`src/fgtr_pkg.sv`:
```
// Purpose: Shared constants for the fine gain trim register bank
// Assumes: 32-bit APB data, one aligned word per register
// Notes:   Offsets below are word indices; byte address is index * 4
package fgtr_pkg;

  // Register word indices; byte address is the index shifted left twice
  localparam int unsigned     FGTR_IDX_W       = 10;
  localparam logic [9:0]      FGTR_IDX_CONV2_B = 10'h363;
  localparam logic [9:0]      FGTR_IDX_CONV3_C = 10'h364;
  localparam logic [9:0]      FGTR_IDX_CONV3_D = 10'h365;
  localparam logic [9:0]      FGTR_IDX_CONV4   = 10'h366;
  localparam logic [9:0]      FGTR_IDX_CONV5   = 10'h367;
  localparam int unsigned     FGTR_BYTE_SHIFT  = 2;
  localparam logic [1:0]      FGTR_WORD_ALIGN  = 2'h0;

  // Smallest byte address width that reaches the top register
  localparam int unsigned     FGTR_ADDR_W      = 12;

  // Field layout: gain in bits 4:0, bits 7:5 reserved
  localparam int unsigned     FGTR_REG_W       = 8;
  localparam int unsigned     FGTR_GAIN_W      = 5;
  localparam int unsigned     FGTR_DATA_W      = 32;
  localparam logic [4:0]      FGTR_GAIN_RESET  = 5'h00;

  // Storage slots, in address order
  localparam int unsigned     FGTR_NUM_REGS    = 5;
  localparam int unsigned     FGTR_SLOT_W      = 3;
  localparam logic [2:0]      FGTR_SLOT_C2B    = 3'h0;
  localparam logic [2:0]      FGTR_SLOT_C3C    = 3'h1;
  localparam logic [2:0]      FGTR_SLOT_C3D    = 3'h2;
  localparam logic [2:0]      FGTR_SLOT_C4     = 3'h3;
  localparam logic [2:0]      FGTR_SLOT_C5     = 3'h4;

endpackage

```
`src/fgtr_pin_sync.sv`:
```
// Purpose: Three-stage synchroniser for pin-level inputs
// Assumes: Inputs are slow levels from outside the pclk domain
// Notes:   Output moves only when stages two and three agree
`timescale 1ns/100ps
module fgtr_pin_sync
  import fgtr_pkg::*;
#(
  parameter int unsigned W = 1
)
(
  input  wire logic         pclk,
  input  wire logic         presetn,
  input  wire logic         clk_en,
  input  wire logic [W-1:0] pin_in,
  output logic      [W-1:0] sync_out
);

  logic [W-1:0] stage1;
  logic [W-1:0] stage2;
  logic [W-1:0] stage3;

  ////////////////////////////////////////////////////////////////////////////
  // Stage one feeds stage two only
  always_ff @(posedge pclk or negedge presetn)
  begin
    if (!presetn)
    begin
      stage1 <= '0;
      stage2 <= '0;
      stage3 <= '0;
    end
    else if (clk_en)
    begin
      stage1 <= pin_in;
      stage2 <= stage1;
      stage3 <= stage2;
    end
  end

  // Per bit: follow when stages agree, otherwise hold
  always_ff @(posedge pclk or negedge presetn)
  begin
    if (!presetn)
      sync_out <= '0;
    else if (clk_en)
      sync_out <= (stage2 & stage3) | (sync_out & (stage2 ^ stage3));
  end

endmodule

```
`src/fgtr_trim_route.sv`:
```
// Purpose: Routes stored gain trims to the converter channels
// Assumes: Select levels are already synchronised to pclk
// Notes:   All trim outputs are registered
`timescale 1ns/100ps
module fgtr_trim_route
  import fgtr_pkg::*;
#(
  parameter int unsigned GAIN_W = FGTR_GAIN_W
)
(
  input  wire logic              pclk,
  input  wire logic              presetn,
  input  wire logic              clk_en,
  input  wire logic              conv2_sel_b,
  input  wire logic              conv3_sel_d,
  input  wire logic [GAIN_W-1:0] gain_c2b,
  input  wire logic [GAIN_W-1:0] gain_c3c,
  input  wire logic [GAIN_W-1:0] gain_c3d,
  input  wire logic [GAIN_W-1:0] gain_c4,
  input  wire logic [GAIN_W-1:0] gain_c5,
  output logic      [GAIN_W-1:0] conv2_trim,
  output logic                   conv2_trim_active,
  output logic      [GAIN_W-1:0] conv3_trim,
  output logic      [GAIN_W-1:0] conv4_trim,
  output logic      [GAIN_W-1:0] conv5_trim
);

  ////////////////////////////////////////////////////////////////////////////
  // Converter 2 trim only while on its second input; zero otherwise
  always_ff @(posedge pclk or negedge presetn)
  begin
    if (!presetn)
    begin
      conv2_trim        <= '0;
      conv2_trim_active <= 1'b0;
    end
    else if (clk_en)
    begin
      conv2_trim        <= conv2_sel_b ? gain_c2b : '0;
      conv2_trim_active <= conv2_sel_b;
    end
  end

  // Converter 3 follows whichever input pair it samples
  always_ff @(posedge pclk or negedge presetn)
  begin
    if (!presetn)
      conv3_trim <= '0;
    else if (clk_en)
      conv3_trim <= conv3_sel_d ? gain_c3d : gain_c3c;
  end

  // Converters 4 and 5 ignore input selection
  always_ff @(posedge pclk or negedge presetn)
  begin
    if (!presetn)
    begin
      conv4_trim <= '0;
      conv5_trim <= '0;
    end
    else if (clk_en)
    begin
      conv4_trim <= gain_c4;
      conv5_trim <= gain_c5;
    end
  end

endmodule

```
`src/fgtr_regs.sv`:
```
// Purpose: Fine gain trim register bank behind an APB slave
// Assumes: APB3 signalling, pclk at 100 MHz, fuse data stable when valid
// Notes:   Fuse defaults load once after reset unless software got there
`timescale 1ns/100ps
// Functional notes
// Five byte registers, gain 4:0, reserved 7:5
// Slot 0 trims converter 2 on input B
// Slot 1 trims converter 3 on input C
// Slot 2 trims converter 3 on input D
// Slot 3 always trims converter 4
// Slot 4 always trims converter 5
// Software writes reserved bits as zero
// Gain defaults come from fuse storage
// Reads return last write, fuse default, or zero before the fuse load
module fgtr_regs
  import fgtr_pkg::*;
#(
  parameter int unsigned ADDR_W = FGTR_ADDR_W,
  parameter int unsigned GAIN_W = FGTR_GAIN_W
)
(
  input  wire logic                                  pclk,
  input  wire logic                                  presetn,
  input  wire logic                                  clk_en,
  input  wire logic                                  psel,
  input  wire logic                                  penable,
  input  wire logic                                  pwrite,
  input  wire logic [ADDR_W-1:0]                     paddr,
  input  wire logic [FGTR_DATA_W-1:0]                pwdata,
  output logic      [FGTR_DATA_W-1:0]                prdata,
  output logic                                       pready,
  output logic                                       pslverr,
  input  wire logic [FGTR_NUM_REGS-1:0][GAIN_W-1:0]  fuse_gain,
  input  wire logic                                  fuse_valid,
  input  wire logic                                  conv2_sel_b,
  input  wire logic                                  conv3_sel_d,
  output logic      [GAIN_W-1:0]                     conv2_trim,
  output logic                                       conv2_trim_active,
  output logic      [GAIN_W-1:0]                     conv3_trim,
  output logic      [GAIN_W-1:0]                     conv4_trim,
  output logic      [GAIN_W-1:0]                     conv5_trim
);

  ////////////////////////////////////////////////////////////////////////////
  // Parameter checks

  generate
    if (ADDR_W < FGTR_ADDR_W || GAIN_W < 1 || GAIN_W > FGTR_REG_W)
    begin : g_bad_params
      $error("fgtr_regs: unsupported ADDR_W or GAIN_W");
    end
  endgenerate

  ////////////////////////////////////////////////////////////////////////////
  // Declarations

  logic [FGTR_NUM_REGS-1:0][GAIN_W-1:0] gain;
  logic [FGTR_NUM_REGS-1:0]             written;
  logic                                 ld_done;
  logic                                 ld_now;
  logic                                 xfer_ok;
  logic                                 hit_q;
  logic [FGTR_SLOT_W-1:0]               idx_q;
  logic                                 done;
  logic                                 wr_now;
  logic                                 dec_hit;
  logic [FGTR_SLOT_W-1:0]               dec_idx;
  logic                                 fuse_valid_s;
  logic                                 conv2_sel_b_s;
  logic                                 conv3_sel_d_s;

  ////////////////////////////////////////////////////////////////////////////
  // Address decode

  // Hit needs word alignment and an index inside the bank
  function automatic logic addr_hit(input logic [ADDR_W-1:0] a);
    logic [FGTR_IDX_W-1:0] word;
    word = a[FGTR_BYTE_SHIFT +: FGTR_IDX_W];
    return (a[FGTR_BYTE_SHIFT-1:0] == FGTR_WORD_ALIGN) &&
           (a[ADDR_W-1:FGTR_BYTE_SHIFT] ==
            (ADDR_W-FGTR_BYTE_SHIFT)'(word)) &&
           (word >= FGTR_IDX_CONV2_B) && (word <= FGTR_IDX_CONV5);
  endfunction

  function automatic logic [FGTR_SLOT_W-1:0] addr_slot(
    input logic [ADDR_W-1:0] a);
    logic [FGTR_IDX_W-1:0] word;
    word = a[FGTR_BYTE_SHIFT +: FGTR_IDX_W];
    return FGTR_SLOT_W'(word - FGTR_IDX_CONV2_B);
  endfunction

  assign dec_hit = addr_hit(paddr);
  assign dec_idx = addr_slot(paddr);

  ////////////////////////////////////////////////////////////////////////////
  // APB handshake

  // Frozen clock enable stalls the bus instead of dropping a transfer
  assign pready  = psel & penable & xfer_ok & clk_en;
  assign pslverr = pready & ~hit_q;
  assign done    = psel & penable & pready;
  assign wr_now  = done & pwrite & hit_q;

  // Capture decode and read data while a transfer is open
  always_ff @(posedge pclk or negedge presetn)
  begin
    if (!presetn)
    begin
      xfer_ok <= 1'b0;
      hit_q   <= 1'b0;
      idx_q   <= FGTR_SLOT_C2B;
      prdata  <= '0;
    end
    else if (clk_en)
    begin
      if (done)
        xfer_ok <= 1'b0;
      else if (psel)
      begin
        xfer_ok <= 1'b1;
        hit_q   <= dec_hit;
        idx_q   <= dec_idx;
        // Reserved bits and unmapped words read as zero
        prdata  <= dec_hit ? FGTR_DATA_W'(gain[dec_idx]) : '0;
      end
    end
  end

  ////////////////////////////////////////////////////////////////////////////
  // Pin synchronisers

  fgtr_pin_sync #(
    .W        (3)
  ) u_pin_sync (
    .pclk     (pclk),
    .presetn  (presetn),
    .clk_en   (clk_en),
    .pin_in   ({fuse_valid, conv3_sel_d, conv2_sel_b}),
    .sync_out ({fuse_valid_s, conv3_sel_d_s, conv2_sel_b_s})
  );

  ////////////////////////////////////////////////////////////////////////////
  // Gain storage

  // Fuse load waits for an idle bus so a read never sees it mid-transfer
  assign ld_now = fuse_valid_s & ~ld_done & ~psel;

  always_ff @(posedge pclk or negedge presetn)
  begin
    if (!presetn)
      ld_done <= 1'b0;
    else if (clk_en && ld_now)
      ld_done <= 1'b1;
  end

  // Software write beats the fuse default, even in the same cycle
  always_ff @(posedge pclk or negedge presetn)
  begin
    if (!presetn)
      written <= '0;
    else if (clk_en)
    begin
      for (int i = 0; i < FGTR_NUM_REGS; i++)
      begin
        if (wr_now && idx_q == FGTR_SLOT_W'(i))
          written[i] <= 1'b1;
      end
    end
  end

  // Reserved write bits are dropped, not stored
  always_ff @(posedge pclk or negedge presetn)
  begin
    if (!presetn)
      gain <= {FGTR_NUM_REGS{GAIN_W'(FGTR_GAIN_RESET)}};
    else if (clk_en)
    begin
      for (int i = 0; i < FGTR_NUM_REGS; i++)
      begin
        if (wr_now && idx_q == FGTR_SLOT_W'(i))
          gain[i] <= pwdata[GAIN_W-1:0];
        else if (ld_now && !written[i])
          gain[i] <= fuse_gain[i];
      end
    end
  end

  ////////////////////////////////////////////////////////////////////////////
  // Trim routing

  fgtr_trim_route #(
    .GAIN_W            (GAIN_W)
  ) u_trim_route (
    .pclk              (pclk),
    .presetn           (presetn),
    .clk_en            (clk_en),
    .conv2_sel_b       (conv2_sel_b_s),
    .conv3_sel_d       (conv3_sel_d_s),
    .gain_c2b          (gain[FGTR_SLOT_C2B]),
    .gain_c3c          (gain[FGTR_SLOT_C3C]),
    .gain_c3d          (gain[FGTR_SLOT_C3D]),
    .gain_c4           (gain[FGTR_SLOT_C4]),
    .gain_c5           (gain[FGTR_SLOT_C5]),
    .conv2_trim        (conv2_trim),
    .conv2_trim_active (conv2_trim_active),
    .conv3_trim        (conv3_trim),
    .conv4_trim        (conv4_trim),
    .conv5_trim        (conv5_trim)
  );

  ////////////////////////////////////////////////////////////////////////////
  // Assertions

  a_reserved_read_zero: assert property (
    @(posedge pclk) disable iff (!presetn)
    pready && !pwrite |-> prdata[FGTR_DATA_W-1:GAIN_W] == '0)
    else $error("reserved read bits not zero");

  a_unmapped_no_write: assert property (
    @(posedge pclk) disable iff (!presetn)
    clk_en && done && !hit_q && pwrite |=> $stable(gain))
    else $error("unmapped write changed a gain");

  a_conv2_gated: assert property (
    @(posedge pclk) disable iff (!presetn)
    $past(clk_en) |->
      conv2_trim_active == $past(conv2_sel_b_s) &&
      conv2_trim == ($past(conv2_sel_b_s) ?
                     $past(gain[FGTR_SLOT_C2B]) : '0))
    else $error("converter 2 trim not gated by input select");

  a_conv3_input_c: assert property (
    @(posedge pclk) disable iff (!presetn)
    $past(clk_en) && !$past(conv3_sel_d_s) |->
      conv3_trim == $past(gain[FGTR_SLOT_C3C]))
    else $error("converter 3 trim wrong on input C");

  a_conv3_input_d: assert property (
    @(posedge pclk) disable iff (!presetn)
    $past(clk_en) && $past(conv3_sel_d_s) |->
      conv3_trim == $past(gain[FGTR_SLOT_C3D]))
    else $error("converter 3 trim wrong on input D");

  a_conv4_follow: assert property (
    @(posedge pclk) disable iff (!presetn)
    $past(clk_en) |-> conv4_trim == $past(gain[FGTR_SLOT_C4]))
    else $error("converter 4 trim does not follow register");

  a_conv5_follow: assert property (
    @(posedge pclk) disable iff (!presetn)
    $past(clk_en) |-> conv5_trim == $past(gain[FGTR_SLOT_C5]))
    else $error("converter 5 trim does not follow register");

  a_fuse_default_load: assert property (
    @(posedge pclk) disable iff (!presetn)
    clk_en && ld_now && !written[FGTR_SLOT_C5] |=>
      gain[FGTR_SLOT_C5] == $past(fuse_gain[FGTR_SLOT_C5]) && ld_done)
    else $error("fuse default not loaded");

  a_write_stores: assert property (
    @(posedge pclk) disable iff (!presetn)
    clk_en && wr_now |=>
      gain[$past(idx_q)] == $past(pwdata[GAIN_W-1:0]) &&
      written[$past(idx_q)])
    else $error("write did not store gain");

  a_read_returns: assert property (
    @(posedge pclk) disable iff (!presetn)
    pready && !pwrite && hit_q |->
      prdata[GAIN_W-1:0] == gain[idx_q])
    else $error("read data differs from stored gain");

  c_mapped_write: cover property (
    @(posedge pclk) disable iff (!presetn)
    wr_now);

  c_mapped_read: cover property (
    @(posedge pclk) disable iff (!presetn)
    pready && !pwrite && hit_q);

  c_error_reply: cover property (
    @(posedge pclk) disable iff (!presetn)
    pslverr);

  c_fuse_load: cover property (
    @(posedge pclk) disable iff (!presetn)
    clk_en && ld_now);

  c_conv3_switch: cover property (
    @(posedge pclk) disable iff (!presetn)
    $rose(conv3_sel_d_s));

endmodule

```
`config.mk`:
```
export PLATFORM = sky130hd
export DESIGN_NAME = fgtr_regs
export DESIGN_NICKNAME = d
export VERILOG_FILES = /design/src/fgtr_pkg.sv /design/src/fgtr_pin_sync.sv /design/src/fgtr_trim_route.sv /design/src/fgtr_regs.sv
export SDC_FILE = /design/constraint.sdc
export NUM_CORES = 1
export LEC_CHECK = 0
export ABC_AREA = 1
export BUFFER_PORTS_ARGS = -buffer_cell sky130_fd_sc_hd__buf_4
export CAP_MARGIN = 20
export CORE_UTILIZATION = 40
export CTS_CLUSTER_DIAMETER = 80
export DETAILED_ROUTE_END_ITERATION = 7
export HOLD_SLACK_MARGIN = 0.1
export PLACE_DENSITY = 0.65
export SLEW_MARGIN = 20
export SYNTH_ARGS = -nofsm -noshare
export SYNTH_HDL_FRONTEND = slang
export SYNTH_SLANG_ARGS = --single-unit
export TNS_END_PERCENT = 5
```
`constraint.sdc`:
```
create_clock -name pclk -period 1.5 [get_ports pclk]
set_input_delay 0.075 -clock pclk [delete_from_list [all_inputs] [get_ports pclk]]
set_output_delay 0.075 -clock pclk [all_outputs]
set_load 0.02 [all_outputs]
```
==> results by group, run 1 <==
Routing
  – Antenna viol nets, final: 0
  – Vias: between 3000 and 4000
  – Post-Route WL: between 10000 and 15000 um
  – Via density: between 4 and 5
  – Drt pass-1 iters: 5
  – Initial DRC Count: 210
  – Routed len/inst: between 10 and 15 um
  – DRC viols: 0

Clocking
  – Root Buffer: clkbuf_8
  – Clk sinks: between 70 and 80
  – Worst-Skew Late Latency: between 0.3 and 0.4 ns
  – Num CTS Buffers: 9
  – CTS tree: yes
  – H-Tree Depth: 3
  – Clock Pin Slew Worst Setup and Hold Paths: about 0.080 ns
  – Max Root-Sink Buffers: 2
  – Post-CTS setup buffer count: 0

Yosys
  – Area fraction in compound gates after synthesis: 0.0304
  – Syn. warnings: 0
  – Synth Area in Adders: 0.0127
  – Cell taking the most area after synthesis: dfrtp_1
  – XOR/XNOR Fraction of Synth Area: 0.00222
  – Syn Std Cell Area: ~4000 um2
  – Main combinational cell family by area after synthesis: simple AND/OR/NAND/NOR gates
  – Cell count after synthesis: approximately 520
  – #FFs+latches synth: 74
  – Sequential fraction of the synthesis area: 0.469
  – Mux share of post-synthesis cell area: 0
  – Post-synth top area share: 0.469
  – Post-synthesis cell type count: 23
  – Mean Syn Cell Area: approximately 7.5 um2
  – Post-Synth Simple-Gate Area: 0.357
  – Synth top area cells: dfrtp_1 (47%), nand2_1 (19%), nand3_1 (9.1%)

Floorplan
  – DIE AREA: between 10000 and 15000 um2
  – Initial Util: 0.420
  – Die span in x: a little over 100 um
  – Die height: ~100 um
  – Placeable Area: roughly 9400 um2
  – Io pins: 133
  – Standard-cell row count: 35

Layout
  – Final net count: around 740
  – Layout fillers: about 880
  – N_diodes: 0
  – FF/Latch Area: around 1900 um2
  – P&R area growth vs syn: 34.7%
  – Post-route design area: around 5300 um2
  – Multi-input gate area: about 1700 um2
  – Share of layout cells above drive strength 1: 0.215
  – Post-route insts no fill: between 700 and 800

Outcome
  – Status: complete, no violations

Placed design
  – Detailed placement HPWL: 7590 um
  – Worst slack, placed: around 0.056 ns
  – Final GP Congestion: 0.858
  – Port Buffers: between 70 and 80
  – Cell count after placement: ~740
  – DP Area: ~4700 um2

Global route
  – Gr busiest metal: met2
  – Antenna violations before repair: 0
  – Vias in the first global route: 3549
  – First-pass GRT wire length: approximately 17000 um
  – M3 GR Usage: 0.0297
  – GRT Total Usage: 0.210
  – Total congestion overflow: 0
  – Largest net degree at the start of global routing: 34
  – Met2 Track Usage GR: 0.351
  – M1 GR Usage: 0.283

Critical path
  – Critical path capture point type: output port
  – Reg2Reg Launch Point: xfer_ok
  – Critical path class: flip-flop to output port
  – Crit-path max FO: 16
  – Worst endpoint required time: 1.42 ns
  – R2R depth: 8
  – Crit path DAT: roughly 1.4 ns
  – Crit path launch: xfer_ok
  – FF-to-FF End: gain[16]
  – CP Launch Type: flip-flop
  – R2R setup slack: 0.10 ns

Min path
  – Min-Delay Path Class: input pin to flip-flop
  – Hold Path Stages: 4
  – Hold Crit Start: psel
  – Hold EP: xfer_ok

Timing
  – Tmin final: between 1 and 1.5 ns
  – F_max: roughly 0.70 GHz
  – Setup Skew: 0.00950 ns
  – Part of the cycle the worst path needs: 0.959
  – Final Hold Viols: 0
  – Final setup TNS: 0 ns
  – Slew Limit Fails: 0
  – Final worst-path setup slack: just over 0.06 ns
  – # setup viols final: 0

Power
  – Total Power Consumption: just under 5000 uW
  – IR drop worst, VDD: slightly below 0.6 mV
  – Leakage: a little under 0.003 uW
  – Power density over the cells: ~900 nW/um2

Flow run
  – Maxcap violations: 0
==> final cells by class <==
class | instances | area share
inverter | 51 | 0.0360
tap | 129 | 0.0303
timing repair buffer | 141 | 0.217
clock inverter | 6 | 0.0212
clock buffer | 10 | 0.0259
multi-input combinational | 378 | 0.322
sequential | 74 | 0.348
==> how the worst max path moves through the flow <==
stage                           to  slack (ns)  cells past startpoint
after detailed placement   gain[6]        0.06                      7
after global placement     gain[5]        0.09                      7
after global routing      gain[16]       -0.01                      8
final                       pready        0.06                      4
after CTS                   pready        0.03                      4
after floorplan           gain[15]        0.17                      7
==> report_power, final <==
group          total [uW]  switching (uW)  internal [uW]
clock network        1920             760           1160
logic                 796             454            341
registers            2170            79.4           2100
==> layout by cell type, fill, tap and decap left out, drive strengths merged <==
cell         count
nand3           75
nand2          200
nor2b            1
conb            27
xnor2            1
dfrtp           74
dlygate4sd3     31
o21ai           24
nor2            17
nand4           25
ha               4
nor3             2
buf            110
clkbuf          10
inv             51
or2              2
bufinv           3
clkinv           3
==> through the flow <==
step	hold slack [ns]	util
6_report	0.134	0.565
5_1_grt	0.142	0.565
4_1_cts	0.119	0.563
3_5_place_dp	0.0175	0.503
3_3_place_gp	0.0127	0.503
2_1_floorplan	-0.221	-
==> timing repair <==
action | 4_1_cts | 5_1_grt
gates resized for setup | 2 | 7
hold endpoints to repair | 104 | 0
hold buffers | 31 | 0
cloned | 0 | 0
endpoints found under the setup margin | 1 | 17
==> Yosys cell counts <==
master / n
nand2_1: 199
dfrtp_1: 74
nand3_1: 72
inv_1: 50
buf_4: 30
nand4_1: 25
o21ai_0: 24
nor2_1: 14
clkbuf_1: 10
buf_2: 4
ha_1: 4
buf_6: 3
nand3_2: 3
nor2_2: 2
or2_2: 2
clkinv_1: 1
conb_1: 1
nand2_2: 1
nor2_4: 1
nor2b_1: 1
nor3_1: 1
nor3_2: 1
xnor2_1: 1
==> state kept, by name, summed over array words and instances, names as in the netlist, 3 cells and up <==
| name | cells |
|---|---|
| u_pin_sync.sync_out | 3 |
| u_trim_route.conv4_trim | 5 |
| prdata | 5 |
| written | 5 |
| idx_q | 3 |
| gain | 25 |
| u_pin_sync.stage2 | 3 |
| u_trim_route.conv5_trim | 5 |
| u_trim_route.conv3_trim | 5 |
| u_trim_route.conv2_trim | 5 |
| u_pin_sync.stage3 | 3 |
| u_pin_sync.stage1 | 3 |
==> cells by family (layout without fill, tap and decap cells) <==
logic type	count (synthesis)	after routing
other	1	27
AO/OA/AOI/OAI	24	24
AND/OR/NAND/NOR	322	322
adder cells (fa/ha/maj)	4	4
XOR/XNOR	1	1
flip-flops	74	74
buffers and inverters	98	208
==> critical path, cell delays in order, from the launching register on <==
cell     delay, ns
dfrtp_1       0.37
nand2_2       0.09
nor2_4        0.21
buf_8         0.19
buf_4         0.15
==> metal layers <==
layer / share of wire / vias to the layer above
met5: 0 / -
met3: 0.044 / 17
li1: - / 1879
met2: 0.49 / 113
met4: 0.014 / 0
met1: 0.46 / 1799
(Power assumes the default switching activity.)
==> run 2: changes to the inputs <==
==> constraint.sdc (replaced) <==
create_clock -name pclk -period 1.72 [get_ports pclk]
set_input_delay 0.086 -clock pclk [delete_from_list [all_inputs] [get_ports pclk]]
set_output_delay 0.086 -clock pclk [all_outputs]
set_load 0.02 [all_outputs]
==> results by group, run 2 (synthesis results as in run 1) <==
Timing
  – Part of the cycle the worst path needs: 0.946
  – Setup Skew: 0.0119 ns (+0.00242 ns)
  – Final setup TNS: 0 ns (unchanged)
  – Tmin final: between 1.5 and 2 ns
  – Final Hold Viols: 0 (unchanged)
  – Slew Limit Fails: 0 (unchanged)
  – F_max: 0.614 GHz
  – Final worst-path setup slack: 0.0924 ns (+0.0307 ns)
  – RSZ-0062 raised after global routing: false
  – # setup viols final: 0 (unchanged)
  – Fin Hold WS: 0.110 ns (-0.0239 ns)

Layout
  – P&R area growth vs syn: 32.0%
  – Most common cell after layout, fill and taps aside: nand2_1
  – N_diodes: 0 (unchanged)
  – Most frequent cells in the layout: nand2_1 (197), buf_4 (96), dfrtp_1 (74), nand3_1 (72), inv_1 (50)
  – Layout fillers: 898 (+2.4%)
  – Post-route design area: 5220 um2 (-2.0%)
  – Biggest register: gain
  – Largest register FFs: 25 (unchanged)
  – Post-layout util: 0.554 (-0.0113)
  – Final net count: 724 (-1.8%)
  – Share of layout cells above drive strength 1: 0.195 (-0.0201)

Global route
  – Total congestion overflow: 0 (unchanged)
  – Largest net degree at the start of global routing: 44 (+29%)
  – GRT Total Usage: 0.203 (-0.00611)
  – Vias in the first global route: 3365 (-5.2%)
  – First-pass GRT wire length: 16200 um (-2.7%)
  – Antenna violations before repair: 0 (unchanged)

Floorplan
  – Placeable Area: 9420 um2 (unchanged)
  – Die height: 101 um (unchanged)
  – DIE AREA: 10300 um2 (unchanged)
  – Io pins: 133 (unchanged)
  – Die span in x: 101 um (unchanged)
  – Standard-cell row count: 35 (unchanged)
  – Initial Util: 0.420 (unchanged)

Clocking
  – CTS tree: yes
  – Clk sinks: 74 (unchanged)
  – Root Buffer: clkbuf_8
  – H-Tree Depth: 3 (unchanged)
  – Worst-Skew Late Latency: 0.35 ns (about the same)
  – Num CTS Buffers: 9 (unchanged)
  – Clock Pin Slew Worst Setup and Hold Paths: 0.07 ns (about the same)
  – Max Root-Sink Buffers: 2 (unchanged)

Routing
  – Initial DRC Count: 178 (-15%)
  – Antenna viol nets, final: 0 (unchanged)
  – DRC viols: 0 (unchanged)
  – Routed len/inst: 12.7 um (-2.0%)
  – Post-Route WL: 9880 um (-3.7%)
  – Via density: 4.73 (-2.0%)
  – Drt pass-1 iters: 4 (-1)
  – Vias: 3666 (-3.7%)

Power
  – Power density over the cells: 825 nW/um2 (-10%)
  – Leakage: 0.00291 uW (-1.7%)
  – IR drop worst, VDD: 0.415 mV (-29%)

Critical path
  – Critical path capture point type: flip-flop
  – Worst endpoint required time: 2.00 ns (+0.58 ns)
  – Crit-path max FO: 12 (-4)
  – CP Launch Type: input pin
  – Critical path class: input pin to flip-flop
  – Crit path DAT: 1.91 ns (+0.55 ns)
  – R2R depth: 7 (-1)

Min path
  – Min-Delay Path Class: input pin to flip-flop
  – Hold Path Stages: 5 (+1)

Placed design
  – Worst slack, placed: 0.178 ns (+0.121 ns)
  – Port Buffers: 78 (unchanged)
  – DP Area: 4660 um2 (-1.6%)
  – Detailed placement HPWL: 7250 um (-4.5%)
  – Final GP Congestion: 0.864 (+0.70%)

Outcome
  – Status: complete, no violations

Flow run
  – Maxcap violations: 0 (unchanged)
==> run 2: critical path, stage by stage <==
cell and delay (ns):
dlygate4sd3_1 0.53, buf_4 0.17, nand2_2 0.14, nor2_4 0.15
buf_4 0.19, nand3_2 0.22, nand2_1 0.21, nand3_1 0.11
nand2_1 0.08
==> run 2: where the power goes <==
part / internal [uW] / leakage (uW) / total, uW / switching [uW]
sequential: 1830 / 0.000979 / 1900 / 71.2
clock: 1100 / 0.000129 / 1730 / 630
combinational: 287 / 0.00180 / 678 / 390
total: 3210 / 0.00291 / 4300 / 1090
==> run 2: layout make-up <==
class,instances,area (um2),area share
flip-flops and latches,74,1850,0.355
multi-input cells,378,1700,0.325
repair buffers,128,1060,0.203
inverters,51,191,0.0367
well taps,129,161,0.0309
clock inverters,6,130,0.0249
clock buffers,9,124,0.0237
==> run 2: per-stage QoR <==
step           std cells  total power, uW
2_1_floorplan        550             2310
3_3_place_gp         730             2540
3_5_place_dp         730             2550
4_1_cts              775             4330
5_1_grt              775             4510
6_report             775             4300
==> run 2: path summary, 6_finish.rpt <==
path / start / end / slack, ns
worst max-delay path: clk_en / gain[4] / 0.09
worst min-delay path: fuse_gain[16] / gain[16] / 0.11
worst max register to register: idx_q[0] / gain[4] / 0.23
worst min register to register: written[2] / written[2] / 0.46
max in group asynchronous: presetn / gain[23] / 0.93
min in group asynchronous: presetn / u_pin_sync.stage3[2] / 0.22
==> run 2: routing by layer <==
metal,up-vias,global-route usage,share of wire
li1,1851,-,-
met1,1681,0.288,0.47
met2,120,0.316,0.46
met3,14,0.0386,0.053
met4,0,0.0647,0.015
met5,-,0,0
==> run 2: repair_timing <==
action | CTS | global route
hold endpoints to repair | 107 | 0
buffers inserted | 0 | 0
resized for setup | 0 | 3
hold buffers | 30 | 0
setup endpoints to repair | 0 | 15
